### src/bdtc_pkg.sv
package bdtc_pkg;

    // ------------------------------------------------------------
    // register map
    // ------------------------------------------------------------
    localparam logic [11:0] BRIDGE_EXTENDED_CONTROL_OFFSET = 12'h03E;
    localparam logic [15:0] BRIDGE_EXTENDED_CONTROL_RESET = 16'h0000;

    // ------------------------------------------------------------
    // field positions in bridge_extended_control
    // ------------------------------------------------------------
    localparam int RSVD_MSB = 15;
    localparam int RSVD_LSB = 12;
    localparam int DISCARD_ERROR_REPORT_EN_BIT = 11;
    localparam int DISCARD_EXPIRED_FLAG_BIT = 10;
    localparam int SECONDARY_DISCARD_LENGTH_SEL_BIT = 9;
    localparam int UPPER_BYTE_LANE = 1;

    // ------------------------------------------------------------
    // field reset values
    // ------------------------------------------------------------
    localparam logic DISCARD_ERROR_REPORT_EN_RESET = 1'b0;
    localparam logic DISCARD_EXPIRED_FLAG_RESET = 1'b0;
    localparam logic SECONDARY_DISCARD_LENGTH_SEL_RESET = 1'b0;

    // ------------------------------------------------------------
    // discard timer lengths, in clock cycles
    // ------------------------------------------------------------
    localparam int DISCARD_LONG_CYCLES = 32768;
    localparam int DISCARD_SHORT_CYCLES = 1024;
    localparam int DISCARD_CNT_W = 16;

    // ------------------------------------------------------------
    // timer states
    // ------------------------------------------------------------
    typedef enum logic [2:0] {
        BDTC_IDLE = 3'b001,
        BDTC_COUNT = 3'b010,
        BDTC_EXPIRED = 3'b100
    } bdtc_timer_state_e;

endpackage : bdtc_pkg

### src/bdtc_discard_timer.sv
`timescale 1ns/100ps

module bdtc_discard_timer #(
    parameter int CNT_W = bdtc_pkg::DISCARD_CNT_W,
    parameter int LONG_CYCLES = bdtc_pkg::DISCARD_LONG_CYCLES,
    parameter int SHORT_CYCLES = bdtc_pkg::DISCARD_SHORT_CYCLES
) (
    input wire logic core_clk_i,
    input wire logic rst_b_i,
    input wire logic ce_i,
    input wire logic head_valid_i,
    input wire logic retry_i,
    input wire logic short_sel_i,
    output logic expire_o
);

    bdtc_pkg::bdtc_timer_state_e state;
    logic [CNT_W-1:0] cnt;
    logic [CNT_W-1:0] limit_m1;

    // length can change mid-count, so compare with >= rather than ==
    assign limit_m1 = short_sel_i ? CNT_W'(SHORT_CYCLES - 1) : CNT_W'(LONG_CYCLES - 1);

    // ------------------------------------------------------------
    // timer: counts while the delayed completion waits at the head
    // ------------------------------------------------------------
    always_ff @(posedge core_clk_i or negedge rst_b_i) begin
        if (!rst_b_i) begin
            state <= bdtc_pkg::BDTC_IDLE;
            cnt <= '0;
            expire_o <= 1'b0;
        end else if (ce_i) begin
            expire_o <= 1'b0;
            case (state)
                bdtc_pkg::BDTC_IDLE: begin
                    cnt <= '0;
                    if (head_valid_i && !retry_i) begin
                        state <= bdtc_pkg::BDTC_COUNT;
                        cnt <= CNT_W'(1);
                    end
                end
                bdtc_pkg::BDTC_COUNT: begin
                    if (retry_i || !head_valid_i) begin
                        state <= bdtc_pkg::BDTC_IDLE;
                        cnt <= '0;
                    end else if (cnt >= limit_m1) begin
                        state <= bdtc_pkg::BDTC_EXPIRED;
                        expire_o <= 1'b1;
                    end else begin
                        cnt <= cnt + CNT_W'(1);
                    end
                end
                bdtc_pkg::BDTC_EXPIRED: begin
                    // one discard per waiting completion; rearm once it leaves the head
                    if (!head_valid_i) begin
                        state <= bdtc_pkg::BDTC_IDLE;
                    end
                    cnt <= '0;
                end
                default: begin
                    state <= bdtc_pkg::BDTC_IDLE;
                    cnt <= '0;
                end
            endcase
        end
    end

endmodule : bdtc_discard_timer

### src/bdtc_top.sv
`timescale 1ns/100ps


module bdtc_top #(
    parameter bit AER_PRESENT = 1'b1,
    parameter int LONG_CYCLES = bdtc_pkg::DISCARD_LONG_CYCLES,
    parameter int SHORT_CYCLES = bdtc_pkg::DISCARD_SHORT_CYCLES
) (
    input wire logic core_clk_i,
    input wire logic rst_b_i,
    input wire logic ce_i,
    // configuration access
    input wire logic [11:0] cfg_addr_i,
    input wire logic cfg_wr_i,
    input wire logic [1:0] cfg_be_i,
    input wire logic [15:0] cfg_wdata_i,
    input wire logic cfg_rd_i,
    output logic [15:0] cfg_rdata_o,
    output logic cfg_rvalid_o,
    // delayed transaction queue
    input wire logic head_valid_i,
    input wire logic retry_i,
    output logic discard_o,
    // mode and advanced error reporting
    input wire logic conv_pci_mode_i,
    input wire logic aer_discard_mask_i,
    input wire logic aer_severity_fatal_i,
    // upstream error messages
    output logic err_nonfatal_o,
    output logic err_fatal_o,
    // control state seen by the rest of the bridge
    output logic discard_error_report_en_o,
    output logic secondary_discard_length_sel_o
);

    // ------------------------------------------------------------
    // register state and decode
    // ------------------------------------------------------------
    logic discard_error_report_en;
    logic discard_expired_flag;
    logic secondary_discard_length_sel;
    logic reg_hit;
    logic wr_upper;
    logic clear_req;
    logic expire;
    logic report_ok;
    logic [15:0] read_value;

    always_comb begin
        if (cfg_addr_i == bdtc_pkg::BRIDGE_EXTENDED_CONTROL_OFFSET) begin
            reg_hit = 1'b1;
        end else begin
            reg_hit = 1'b0;
        end
    end

    // every writable bit sits in the upper byte lane
    assign wr_upper = cfg_wr_i && reg_hit && cfg_be_i[bdtc_pkg::UPPER_BYTE_LANE];
    assign clear_req = wr_upper && cfg_wdata_i[bdtc_pkg::DISCARD_EXPIRED_FLAG_BIT];

    // ------------------------------------------------------------
    // discard timer
    // ------------------------------------------------------------
    bdtc_discard_timer #(
        .CNT_W(bdtc_pkg::DISCARD_CNT_W),
        .LONG_CYCLES(LONG_CYCLES),
        .SHORT_CYCLES(SHORT_CYCLES)
    ) u_timer (
        .core_clk_i(core_clk_i),
        .rst_b_i(rst_b_i),
        .ce_i(ce_i),
        .head_valid_i(head_valid_i),
        .retry_i(retry_i),
        .short_sel_i(secondary_discard_length_sel),
        .expire_o(expire)
    );

    // the timer's pulse is already a flop; it doubles as the discard command
    assign discard_o = expire;

    // ------------------------------------------------------------
    // read/write control bits
    // ------------------------------------------------------------
    always_ff @(posedge core_clk_i or negedge rst_b_i) begin
        if (!rst_b_i) begin
            discard_error_report_en <= bdtc_pkg::DISCARD_ERROR_REPORT_EN_RESET;
        end else if (ce_i && wr_upper) begin
            discard_error_report_en <= cfg_wdata_i[bdtc_pkg::DISCARD_ERROR_REPORT_EN_BIT];
        end
    end

    always_ff @(posedge core_clk_i or negedge rst_b_i) begin
        if (!rst_b_i) begin
            secondary_discard_length_sel <= bdtc_pkg::SECONDARY_DISCARD_LENGTH_SEL_RESET;
        end else if (ce_i && wr_upper) begin
            secondary_discard_length_sel <= cfg_wdata_i[bdtc_pkg::SECONDARY_DISCARD_LENGTH_SEL_BIT];
        end
    end

    always_ff @(posedge core_clk_i or negedge rst_b_i) begin
        if (!rst_b_i) begin
            discard_error_report_en_o <= bdtc_pkg::DISCARD_ERROR_REPORT_EN_RESET;
            secondary_discard_length_sel_o <= bdtc_pkg::SECONDARY_DISCARD_LENGTH_SEL_RESET;
        end else if (ce_i) begin
            discard_error_report_en_o <= discard_error_report_en;
            secondary_discard_length_sel_o <= secondary_discard_length_sel;
        end
    end

    // ------------------------------------------------------------
    // sticky expiry flag
    // ------------------------------------------------------------
    // set is tested first so an expiry in the clearing cycle is never lost
    always_ff @(posedge core_clk_i or negedge rst_b_i) begin
        if (!rst_b_i) begin
            discard_expired_flag <= bdtc_pkg::DISCARD_EXPIRED_FLAG_RESET;
        end else if (ce_i) begin
            if (expire) begin
                discard_expired_flag <= 1'b1;
            end else if (clear_req) begin
                discard_expired_flag <= 1'b0;
            end
        end
    end

    // ------------------------------------------------------------
    // upstream error message
    // ------------------------------------------------------------
    // enable only counts in conventional mode; the unmasked advanced path stands on its own
    assign report_ok = (conv_pci_mode_i && discard_error_report_en)
                       || (AER_PRESENT && !aer_discard_mask_i);

    always_ff @(posedge core_clk_i or negedge rst_b_i) begin
        if (!rst_b_i) begin
            err_nonfatal_o <= 1'b0;
            err_fatal_o <= 1'b0;
        end else if (ce_i) begin
            err_nonfatal_o <= 1'b0;
            err_fatal_o <= 1'b0;
            if (expire && report_ok) begin
                // without advanced reporting the severity select is ignored
                if (AER_PRESENT && aer_severity_fatal_i) begin
                    err_fatal_o <= 1'b1;
                end else begin
                    err_nonfatal_o <= 1'b1;
                end
            end
        end
    end

    // ------------------------------------------------------------
    // read path
    // ------------------------------------------------------------
    always_comb begin
        read_value = 16'h0000;
        if (reg_hit) begin
            read_value[bdtc_pkg::DISCARD_ERROR_REPORT_EN_BIT] = discard_error_report_en;
            read_value[bdtc_pkg::DISCARD_EXPIRED_FLAG_BIT] = discard_expired_flag;
            read_value[bdtc_pkg::SECONDARY_DISCARD_LENGTH_SEL_BIT] = secondary_discard_length_sel;
        end
    end

    // reads have one cycle of latency and no side effects
    always_ff @(posedge core_clk_i or negedge rst_b_i) begin
        if (!rst_b_i) begin
            cfg_rdata_o <= 16'h0000;
            cfg_rvalid_o <= 1'b0;
        end else if (ce_i) begin
            cfg_rvalid_o <= cfg_rd_i;
            if (cfg_rd_i) begin
                cfg_rdata_o <= read_value;
            end
        end
    end

endmodule : bdtc_top

### config.mk
export PLATFORM = sky130hd
export DESIGN_NAME = bdtc_top
export DESIGN_NICKNAME = d
export VERILOG_FILES = /design/src/bdtc_pkg.sv /design/src/bdtc_discard_timer.sv /design/src/bdtc_top.sv
export SDC_FILE = /design/constraint.sdc
export NUM_CORES = 1
export LEC_CHECK = 0
export ABC_AREA = 1
export BUFFER_PORTS_ARGS = -buffer_cell sky130_fd_sc_hd__clkbuf_2
export CAP_MARGIN = 20
export CORE_MARGIN = 8
export CORE_UTILIZATION = 30
export CTS_BUF_LIST = sky130_fd_sc_hd__clkbuf_8
export DETAILED_ROUTE_END_ITERATION = 7
export SYNTH_ARGS = -nofsm -noshare
export SYNTH_HDL_FRONTEND = slang
export SYNTH_SLANG_ARGS = --single-unit
### constraint.sdc
create_clock -name core_clk_i -period 2.5 [get_ports core_clk_i]
set_input_delay 0.125 -clock core_clk_i [delete_from_list [all_inputs] [get_ports core_clk_i]]
set_output_delay 0.125 -clock core_clk_i [all_outputs]
set_load 0.05 [all_outputs]
==> run_results.csv, run 1 <==
group,metric,value,unit
timing,hold_violations,0,
drt,ant_nets,0,
drt,drc,0,
drt,dr_total_vias,1809,
clock_tree,clk_latency,0.28,ns
yosys,synth_top_area_share,37.7,%
power,finalPower,1210,uW
global_routing,first_global_vias,1701,
yosys,synthMuxAreaShare,0,%
yosys,synthTopCellsByArea,"dfrtp_1 38%, nand2_1 18%, nand3_1 7.8%",
timing,worst_pin_slew,0.804,ns
min_path,holdCritPathClass,"in -> reg",
timing,period_minus_slack,1.94,ns
cells_and_area,area_delta_synth_final,15.3,%
clock_tree,root_buffer,"clkbuf_8",
clock_tree,cts_tree,"built",
clock_tree,post_cts_resized,0,
setup_path,cp.arrival,2.17,ns
yosys,netlist-cell-type-count,31,
timing,rsz0062_at_grt,"false",
global_routing,grt_pass1_wl,7860,um
die,die_h,97.5,um
drt,first_iter_violations,107,
yosys,ys_seq_area_share,39.0,%
setup_path,cp.required,2.72,ns
timing,drv_slew,0,
run,max_cap_viol_count,0,
timing,fmax,514,MHz
yosys,syn-cell-area,1990,um^2
global_routing,grt_overflow_total,0,
setup_path,start_kind,"register",
clock_tree,cts_buffers,5,
timing,setup_viol,0,
die,coreArea,6390,um^2
die,initial_core_util,31.2,%
die,ios,62,
power,vdd_drop_max,0.328,mV
cells_and_area,fillers,692,
cells_and_area,antennaDiodeCount,0,
global_routing,grt_usage,9.76,%
timing,slew_headroom,46.4,%
place,dp_hpwl,3440,um
yosys,ys_warn_count,0,
timing,min_period_over_period,77.8,%
setup_path,crit_type,"reg -> reg",
yosys,synth_adder_area_share,3.77,%
yosys,async_flop_share,100,%
clock_tree,cts_sinks,31,
place,place_congestion,0.796,
clock_tree,path_clk_slew,0.07,ns
cells_and_area,nets,365,
drt,post_drt_wl_per_cell,11.6,um
die,fp-row-count,29,
drt,drt-pass1-iter-count,4,
cells_and_area,multi_input_area,1040,um^2
global_routing,antenna_found_initial,0,
timing,fin_skew,0.00557,ns
cells_and_area,drive_gt1_share,16.3,%
power,power.leakage,0.00123,uW
yosys,synth_compound_area_share,5.28,%
yosys,syn_avg_cell_area,7.11,um^2
die,dieArea,9500,um^2
yosys,synth_top_family_by_area,"simple AND/OR/NAND/NOR gates",
yosys,ys_ff_latch,31,
yosys,synth_simple_gate_area_share,40.2,%
drt,vias_per_cell,4.56,
die,die_x,97.5,um
place,io_buffers,34,
yosys,synth_flop_cell,"dfrtp_1",
drt,drt_wl_total,4610,um
setup_path,cp-end-kind,"register",
yosys,synthXorXnorAreaFrac,0.440,%
yosys,yosysTopAreaCell,"dfrtp_1",
yosys,syn_inst,280,
setup_path,critPathMaxFanout,8,
power,powerDensity,526,nW/um^2
run_status,status,"complete, no violations",
cells_and_area,register_area,777,um^2
clock_tree,cts_htree_levels,2,
timing,tns,0,ns
global_routing,grt_max_degree,32,
yosys,synth_edf_count,0,
clock_tree,cts.path.max_buffers,2,
==> sequential cells by signal, indices dropped and copies added, names as in the netlist <==
register / count
u_timer.cnt: 16
u_timer.expire_o: 1
secondary_discard_length_sel_o: 1
secondary_discard_length_sel: 1
err_nonfatal_o: 1
err_fatal_o: 1
discard_expired_flag: 1
cfg_rdata_o: 3
discard_error_report_en: 1
cfg_rvalid_o: 1
discard_error_report_en_o: 1
u_timer.state: 3
==> cells by family (layout without fill, tap and decap cells) <==
| logic type | count (synthesis) | after routing |
|---|---|---|
| other cells | 1 | 13 |
| fa+ha+maj | 6 | 6 |
| buf+inv | 43 | 71 |
| flops | 31 | 31 |
| xor+xnor | 1 | 1 |
| compound gates | 19 | 19 |
| simple gates | 179 | 179 |
==> what timing repair did <==
item | in CTS | in global routing
setup buffers | 0 | 0
hold endpoints to repair | 30 | 0
endpoints found under the setup margin | 0 | 0
hold buffers | 1 | 0
==> cells in the mapped netlist (2+ instances only) <==
cell,n
nand2_1,97
nand3_1,31
dfrtp_1,30
nor2_1,29
inv_1,25
buf_4,13
o21ai_0,10
ha_1,6
nand4_1,6
a21oi_1,4
o21bai_1,4
nand2_4,3
inv_2,2
nor3_1,2
nor4_1,2
==> per-layer routing <==
layer  routed length [um]  global-route usage, %
met1                 2230                   12.3
met2                 2070                   15.1
met3                  237                   3.20
met4                   65                   3.73
met5                    0                      0
==> critical path: stages, from the launching register on <==
cell	delay [ns]
dfrtp_1	0.47
ha_1	0.34
a21oi_1	0.16
nor2_1	0.06
nor2_1	0.20
nand2_4	0.10
nor2_2	0.34
o21ai_1	0.12
nand2_1	0.08
==> final timing paths <==
check / from / end / slack, ns / cells past startpoint
min: aer_severity_fatal_i / err_nonfatal_o / 0.03 / 2
min in group asynchronous: rst_b_i / u_timer.cnt[11] / 0.47 / 2
max reg2reg: secondary_discard_length_sel / u_timer.cnt[15] / 0.56 / 8
min reg2reg: discard_expired_flag / discard_expired_flag / 0.47 / 2
max in group asynchronous: rst_b_i / discard_error_report_en_o / 1.52 / 2
max: secondary_discard_length_sel / u_timer.cnt[15] / 0.56 / 8
==> placed cells by master, fill, tap and decap left out, drive strengths merged, types with 6 or more instances in the layout <==
cell type,Yosys,layout
nand3,31,31
nand2,101,101
nor2,31,31
dfrtp,30,30
ha,6,6
clkbuf,1,41
nand4,6,6
o21ai,11,11
conb,1,13
inv,27,28
==> power breakdown <==
group | internal (uW) | total [uW] | switching, uW
registers | 531 | 553 | 22.5
clock network | 247 | 438 | 191
logic | 53.2 | 215 | 162
==> metrics by stage <==
step / cells / area, um^2 / hold WS [ns] / setup WS, ns / util [%]
2_1_floorplan: 292 / 2040 / -0.171 / 0.782 / -
3_3_place_gp: 388 / 2190 / 0.252 / 0.549 / 34.2
3_5_place_dp: 388 / 2190 / 0.262 / 0.549 / 34.2
4_1_cts: 397 / 2300 / 0.0285 / 0.535 / 36.0
5_1_grt: 397 / 2300 / 0.0649 / 0.358 / 36.0
6_report: 397 / 2300 / 0.0333 / 0.555 / 36.0
==> cell type report <==
cell class	instances	area share (%)
timing repair buffer	35	7.85
clock inverter	1	0.163
inverter	28	4.58
multi-input combinational	218	45.2
sequential	31	33.8
tap	77	4.20
clock buffer	7	4.20
Note: power is estimated with default switching activity, not from simulation.
==> run 2, diff against run 1 <==
- clock period: 2.5 -> 1.6 ns (I/O delays scaled with it)
==> run_results.csv, run 2 (same netlist as run 1, synthesis figures left out) <==
group,metric,value,unit
cells_and_area,largest_reg_flops,16,
drt,m1WireLength,2340,um
place,dp_hpwl,3790,um
setup_path,critPathMaxFanout,8,
setup_path,start_kind,"register",
drt,dr_total_vias,1910,
drt,top_layer,"met4",
clock_tree,clk_latency,0.29,ns
cells_and_area,fillers,673,
min_path,holdPathEnd,"secondary_discard_length_sel",
drt,drt_wl_total,5010,um
setup_path,slowest_delay,0.50,ns
clock_tree,root_buffer,"clkbuf_8",
cells_and_area,nets,389,
setup_path,slowest_stage,"dfrtp_2",
min_path,hp-start,"cfg_wdata_i[9]",
setup_path,cp_top_family,"simple AND/OR/NAND/NOR gates",
drt,post_drt_wl_per_cell,11.9,um
die,die_x,97.5,um
run_status,status,"complete, but fails checks",
clock_tree,cts_tree,"built",
setup_path,r2r_cells,12,
die,ios,62,
setup_path,crit_top_cell,"nand2_2",
setup_path,r2r-end,"u_timer.cnt[15]",
cells_and_area,instances_no_fill,421,
cells_and_area,layout_common_cells,"85 x nand2_1, 34 x clkbuf_2, 29 x dfrtp_1",
drt,first_iter_violations,63,
setup_path,cp.buffers_inverters,2,
setup_path,reg2reg_from,"secondary_discard_length_sel",
timing,fin_skew,0.00967,ns
cells_and_area,area_delta_synth_final,32.4,%
setup_path,cp-end-kind,"register",
place,place_congestion,0.829,
place,io_buffers,34,
setup_path,cp.required,1.83,ns
power,powerDensity,697,nW/um^2
global_routing,grt_usage,10.4,%
global_routing,grt_pass1_wl,8310,um
cells_and_area,largest-register,"u_timer.cnt",
timing,tns,-1.92,ns
die,coreArea,6390,um^2
clock_tree,cts_buffers,5,
clock_tree,cts_sinks,31,
clock_tree,cts.path.max_buffers,2,
drt,vias_per_cell,4.54,
global_routing,grt_max_degree,32,
setup_path,cp.arrival,1.96,ns
run,max_cap_viol_count,0,
die,fp-row-count,29,
global_routing,antenna_found_initial,0,
die,die_h,97.5,um
timing,drv_slew,0,
timing,hold_violations,0,
cells_and_area,final_common_cell,"nand2_1",
drt,routed-wl-met3,269,um
power,vdd_drop_max,0.871,mV
global_routing,grt_overflow_total,0,
drt,ant_nets,0,
min_path,min_path_cells,3,
place,dp.cells,408,
setup_path,crit_chain,"buf_6, ha_4, nand2_2, inv_2, nand2_2, nor2_2, nand2_2, nand2_4, nand2_8, nand2_8, nand2_1, nand2_1",
setup_path,crit_type,"reg -> reg",
drt,drt-pass1-iter-count,4,
die,initial_core_util,31.2,%
timing,fmax,578,MHz
drt,met2_length,2350,um
timing,rsz0062_at_grt,"true",
min_path,holdCritPathClass,"in -> reg",
setup_path,r2r_slack,-0.13,ns
timing,setup_viol,20,
cells_and_area,drive_gt1_share,29.7,%
drt,drc,0,
global_routing,first_global_vias,1862,
cells_and_area,reg_top3,"u_timer.cnt: 16 flops, cfg_rdata_o: 3 flops, u_timer.state: 3 flops",
clock_tree,path_clk_slew,0.07,ns
timing,min_period_over_period,108,%
timing,setup_ws,-0.129,ns
power,power.leakage,0.00133,uW
die,dieArea,9500,um^2
timing,period_minus_slack,1.73,ns
clock_tree,cts_htree_levels,2,
run_status,violations,"setup timing",
cells_and_area,antennaDiodeCount,0,
run 2: tightest hold or removal path, stage by stage:
cell and delay [ns]:
clkbuf_2 0.08, nand3_1 0.07, nand2_1 0.05
run 2: layout make-up:
type / instances / area, um^2 / area share [%]
sequential: 31 / 778 / 29.5
timing repair buffer: 58 / 367 / 13.9
inverter: 28 / 105 / 3.99
clock buffer: 5 / 68.8 / 2.61
tap: 77 / 96.3 / 3.66
multi-input combinational: 219 / 1210 / 45.8
clock inverter: 3 / 12.5 / 0.475
run 2: power breakdown:
part	internal (uW)	switching, uW
combinational	117	275
sequential	830	32.5
clock	292	291
run 2: metal layers:
layer  global-route usage, %  vias to the layer above
met5                       0                        -
met4                    3.15                        0
met3                    3.70                        5
met2                    16.3                       41
met1                    12.9                      860
li1                        -                     1004
run 2: worst max-delay path by stage:
stage                                 start         endpoint  slack [ns]  cells after the start
2_1_floorplan  secondary_discard_length_sel   u_timer.cnt[8]       -0.06                     12
3_3_place_gp   secondary_discard_length_sel   u_timer.cnt[2]       -0.11                     11
3_5_place_dp   secondary_discard_length_sel  u_timer.cnt[15]       -0.15                     11
4_1_cts        secondary_discard_length_sel  u_timer.cnt[11]       -0.12                     11
5_1_grt        secondary_discard_length_sel  u_timer.cnt[15]       -0.26                     11
6_report       secondary_discard_length_sel  u_timer.cnt[15]       -0.13                     12
run 2: metrics by stage:
stage               area (um^2)  utilization, %  hold WS, ns  setup WS (ns)  power, uW
floorplan                  2040               -       -0.216        -0.0621       1140
global placement           2340            36.6        0.125         -0.112       1240
detailed placement         2340            36.6        0.127         -0.154       1240
CTS                        2480            38.8       0.0230         -0.121       1850
global route               2640            41.3       0.0238         -0.256       1940
finish                     2640            41.3       0.0268         -0.129       1840
run 2: timing repair:
| action | 4_1_cts | 5_1_grt |
|---|---|---|
| setup buffers | 1 | 1 |
| cloned | 0 | 1 |
| hold endpoints to repair | 31 | 0 |
| setup endpoints to repair | 20 | 20 |
| hold buffers | 2 | 0 |
| pin swaps | 6 | 7 |
| gates resized for setup | 7 | 29 |
==> run 3, diff against run 2 <==
- CAP_MARGIN: 20 -> unset
- TNS_END_PERCENT: unset -> 1
- clock period: 1.6 -> 2.16 ns (I/O delays scaled with it)
==> run_results.csv, run 3 (same netlist as run 1, synthesis figures left out) <==
group,metric,value,unit
drt,ant_nets,0,
cells_and_area,reg_top3,"u_timer.cnt: 16 flops, cfg_rdata_o: 3 flops, u_timer.state: 3 flops",
power,sw_frac_of_total,28.5,%
clock_tree,cts_tree,"built",
drt,first_iter_violations,81,
cells_and_area,antennaDiodeCount,0,
cells_and_area,final_common_cell,"nand2_1",
cells_and_area,largest-register,"u_timer.cnt",
clock_tree,cts.path.max_buffers,2,
cells_and_area,layout_common_cells,"97 x nand2_1, 34 x clkbuf_2, 31 x nand3_1",
clock_tree,path_clk_slew,0.07,ns
global_routing,antenna_found_initial,0,
die,ios,62,
die,initial_core_util,31.2,%
drt,drc,0,
place,place_congestion,0.798,
die,fp-row-count,29,
die,die_x,97.5,um
clock_tree,clk_latency,0.29,ns
timing,tns,0,ns
clock_tree,cts_buffers,5,
drt,vias_per_cell,4.59,
run,max_cap_viol_count,0,
clock_tree,cts_sinks,31,
power,p_seq_share,40.3,%
global_routing,grt_pass1_wl,8320,um
timing,fin_skew,0.00653,ns
die,die_h,97.5,um
min_path,holdCritPathClass,"in -> reg",
setup_path,cp.arrival,2.07,ns
setup_path,cp.required,2.34,ns
timing,hold_violations,0,
clock_tree,cts_htree_levels,2,
timing,fmax,531,MHz
power,power.leakage,0.00124,uW
cells_and_area,area_delta_synth_final,17.4,%
timing,slew_headroom,48.6,%
die,coreArea,6390,um^2
timing,worst_pin_slew,0.772,ns
cells_and_area,nets,365,
place,io_buffers,34,
clock_tree,postCtsSetupBuffers,0,
timing,drv_slew,0,
place,placed_area,2190,um^2
run_status,status,"complete, no violations",
drt,post_drt_wl_per_cell,11.7,um
global_routing,first_global_vias,1812,
min_path,min_path_cells,2,
setup_path,r2r_cells,11,
global_routing,grt_usage,10.2,%
power,pwr-share-comb,15.7,%
power,powerDensity,680,nW/um^2
cells_and_area,drive_gt1_share,16.6,%
die,dieArea,9500,um^2
setup_path,cp-end-kind,"register",
timing,period_minus_slack,1.88,ns
drt,dr_total_vias,1822,
timing,min_period_over_period,87.2,%
place,dp_hpwl,3520,um
timing,setup_viol,0,
setup_path,start_kind,"register",
power,switchingPower,453,uW
global_routing,grt_overflow_total,0,
cells_and_area,fillers,691,
cells_and_area,stdcell_area,2340,um^2
setup_path,crit_type,"reg -> reg",
clock_tree,root_buffer,"clkbuf_8",
global_routing,grt_max_degree,32,
cells_and_area,largest_reg_flops,16,
timing,rsz0062_at_grt,"false",
drt,drt-pass1-iter-count,4,
setup_path,critPathMaxFanout,16,
power,internal-power,1140,uW
power,power_frac_clock,44.0,%
drt,drt_wl_total,4660,um
power,vdd_drop_max,0.421,mV
==> run 3: worst paths after layout <==
path	from	slack (ns)	to
max in group asynchronous	rst_b_i	1.23	u_timer.cnt[2]
setup reg to reg	secondary_discard_length_sel	0.28	u_timer.cnt[15]
setup / recovery	secondary_discard_length_sel	0.28	u_timer.cnt[15]
hold reg to reg	discard_expired_flag	0.48	discard_expired_flag
min in group asynchronous	rst_b_i	0.43	u_timer.cnt[12]
hold / removal	aer_severity_fatal_i	0.02	err_nonfatal_o
==> run 3: power groups by stage <==
stage | Combinational, uW | Sequential (uW) | Clock (uW)
2_1_floorplan | 184 | 663 | 0
3_3_place_gp | 248 | 649 | 0
3_5_place_dp | 250 | 651 | 0
4_1_cts | 253 | 640 | 719
5_1_grt | 280 | 644 | 746
6_report | 249 | 640 | 700
==> run 3: final cells by class <==
type                       count  area [um^2]  area share (%)
sequential                    31          777            33.2
tap                           77         96.3            4.12
multi-input combinational    218         1040            44.6
clock buffer                   5         68.8            2.94
inverter                      28          105            4.50
timing repair buffer          35          180            7.71
clock inverter                 3         67.6            2.89
==> run 3: worst max-delay path: stages (launching register included) <==
cell	delay (ns)
dfrtp_1	0.47
ha_1	0.34
nand2_1	0.07
inv_1	0.04
nand2_1	0.08
nor2_1	0.05
nor2_1	0.20
nand2_4	0.11
nand2_4	0.13
nand2_4	0.14
nand2_1	0.10
nand2_1	0.05
==> run 3: through the flow <==
step                      utilization, %  std cells  hold WS, ns  power, uW  setup slack (ns)
after detailed placement            34.2        388        0.246        901             0.213
after floorplan                        -        292       -0.188        847             0.442
after global placement              34.2        388        0.235        897             0.214
after CTS                           36.5        397       0.0186       1610             0.200
final                               36.6        397       0.0210       1590             0.276
after global routing                36.6        397       0.0513       1670            0.0316
==> run 3: repair_timing <==
item,in CTS,in global routing
endpoints found under the hold margin,30,0
resized for setup,0,1
endpoints found under the setup margin,0,5
hold buffers,1,0
==> run 3: metal layers <==
| metal | vias up | share of wire [%] | wire (um) | track usage, % |
|---|---|---|---|---|
| met4 | 0 | 1.4 | 63 | 3.61 |
| met5 | - | 0 | 0 | 0 |
| met1 | 832 | 48 | 2220 | 12.7 |
| met2 | 35 | 46 | 2130 | 16.2 |
| li1 | 950 | - | - | - |
| met3 | 5 | 5.1 | 237 | 3.27 |
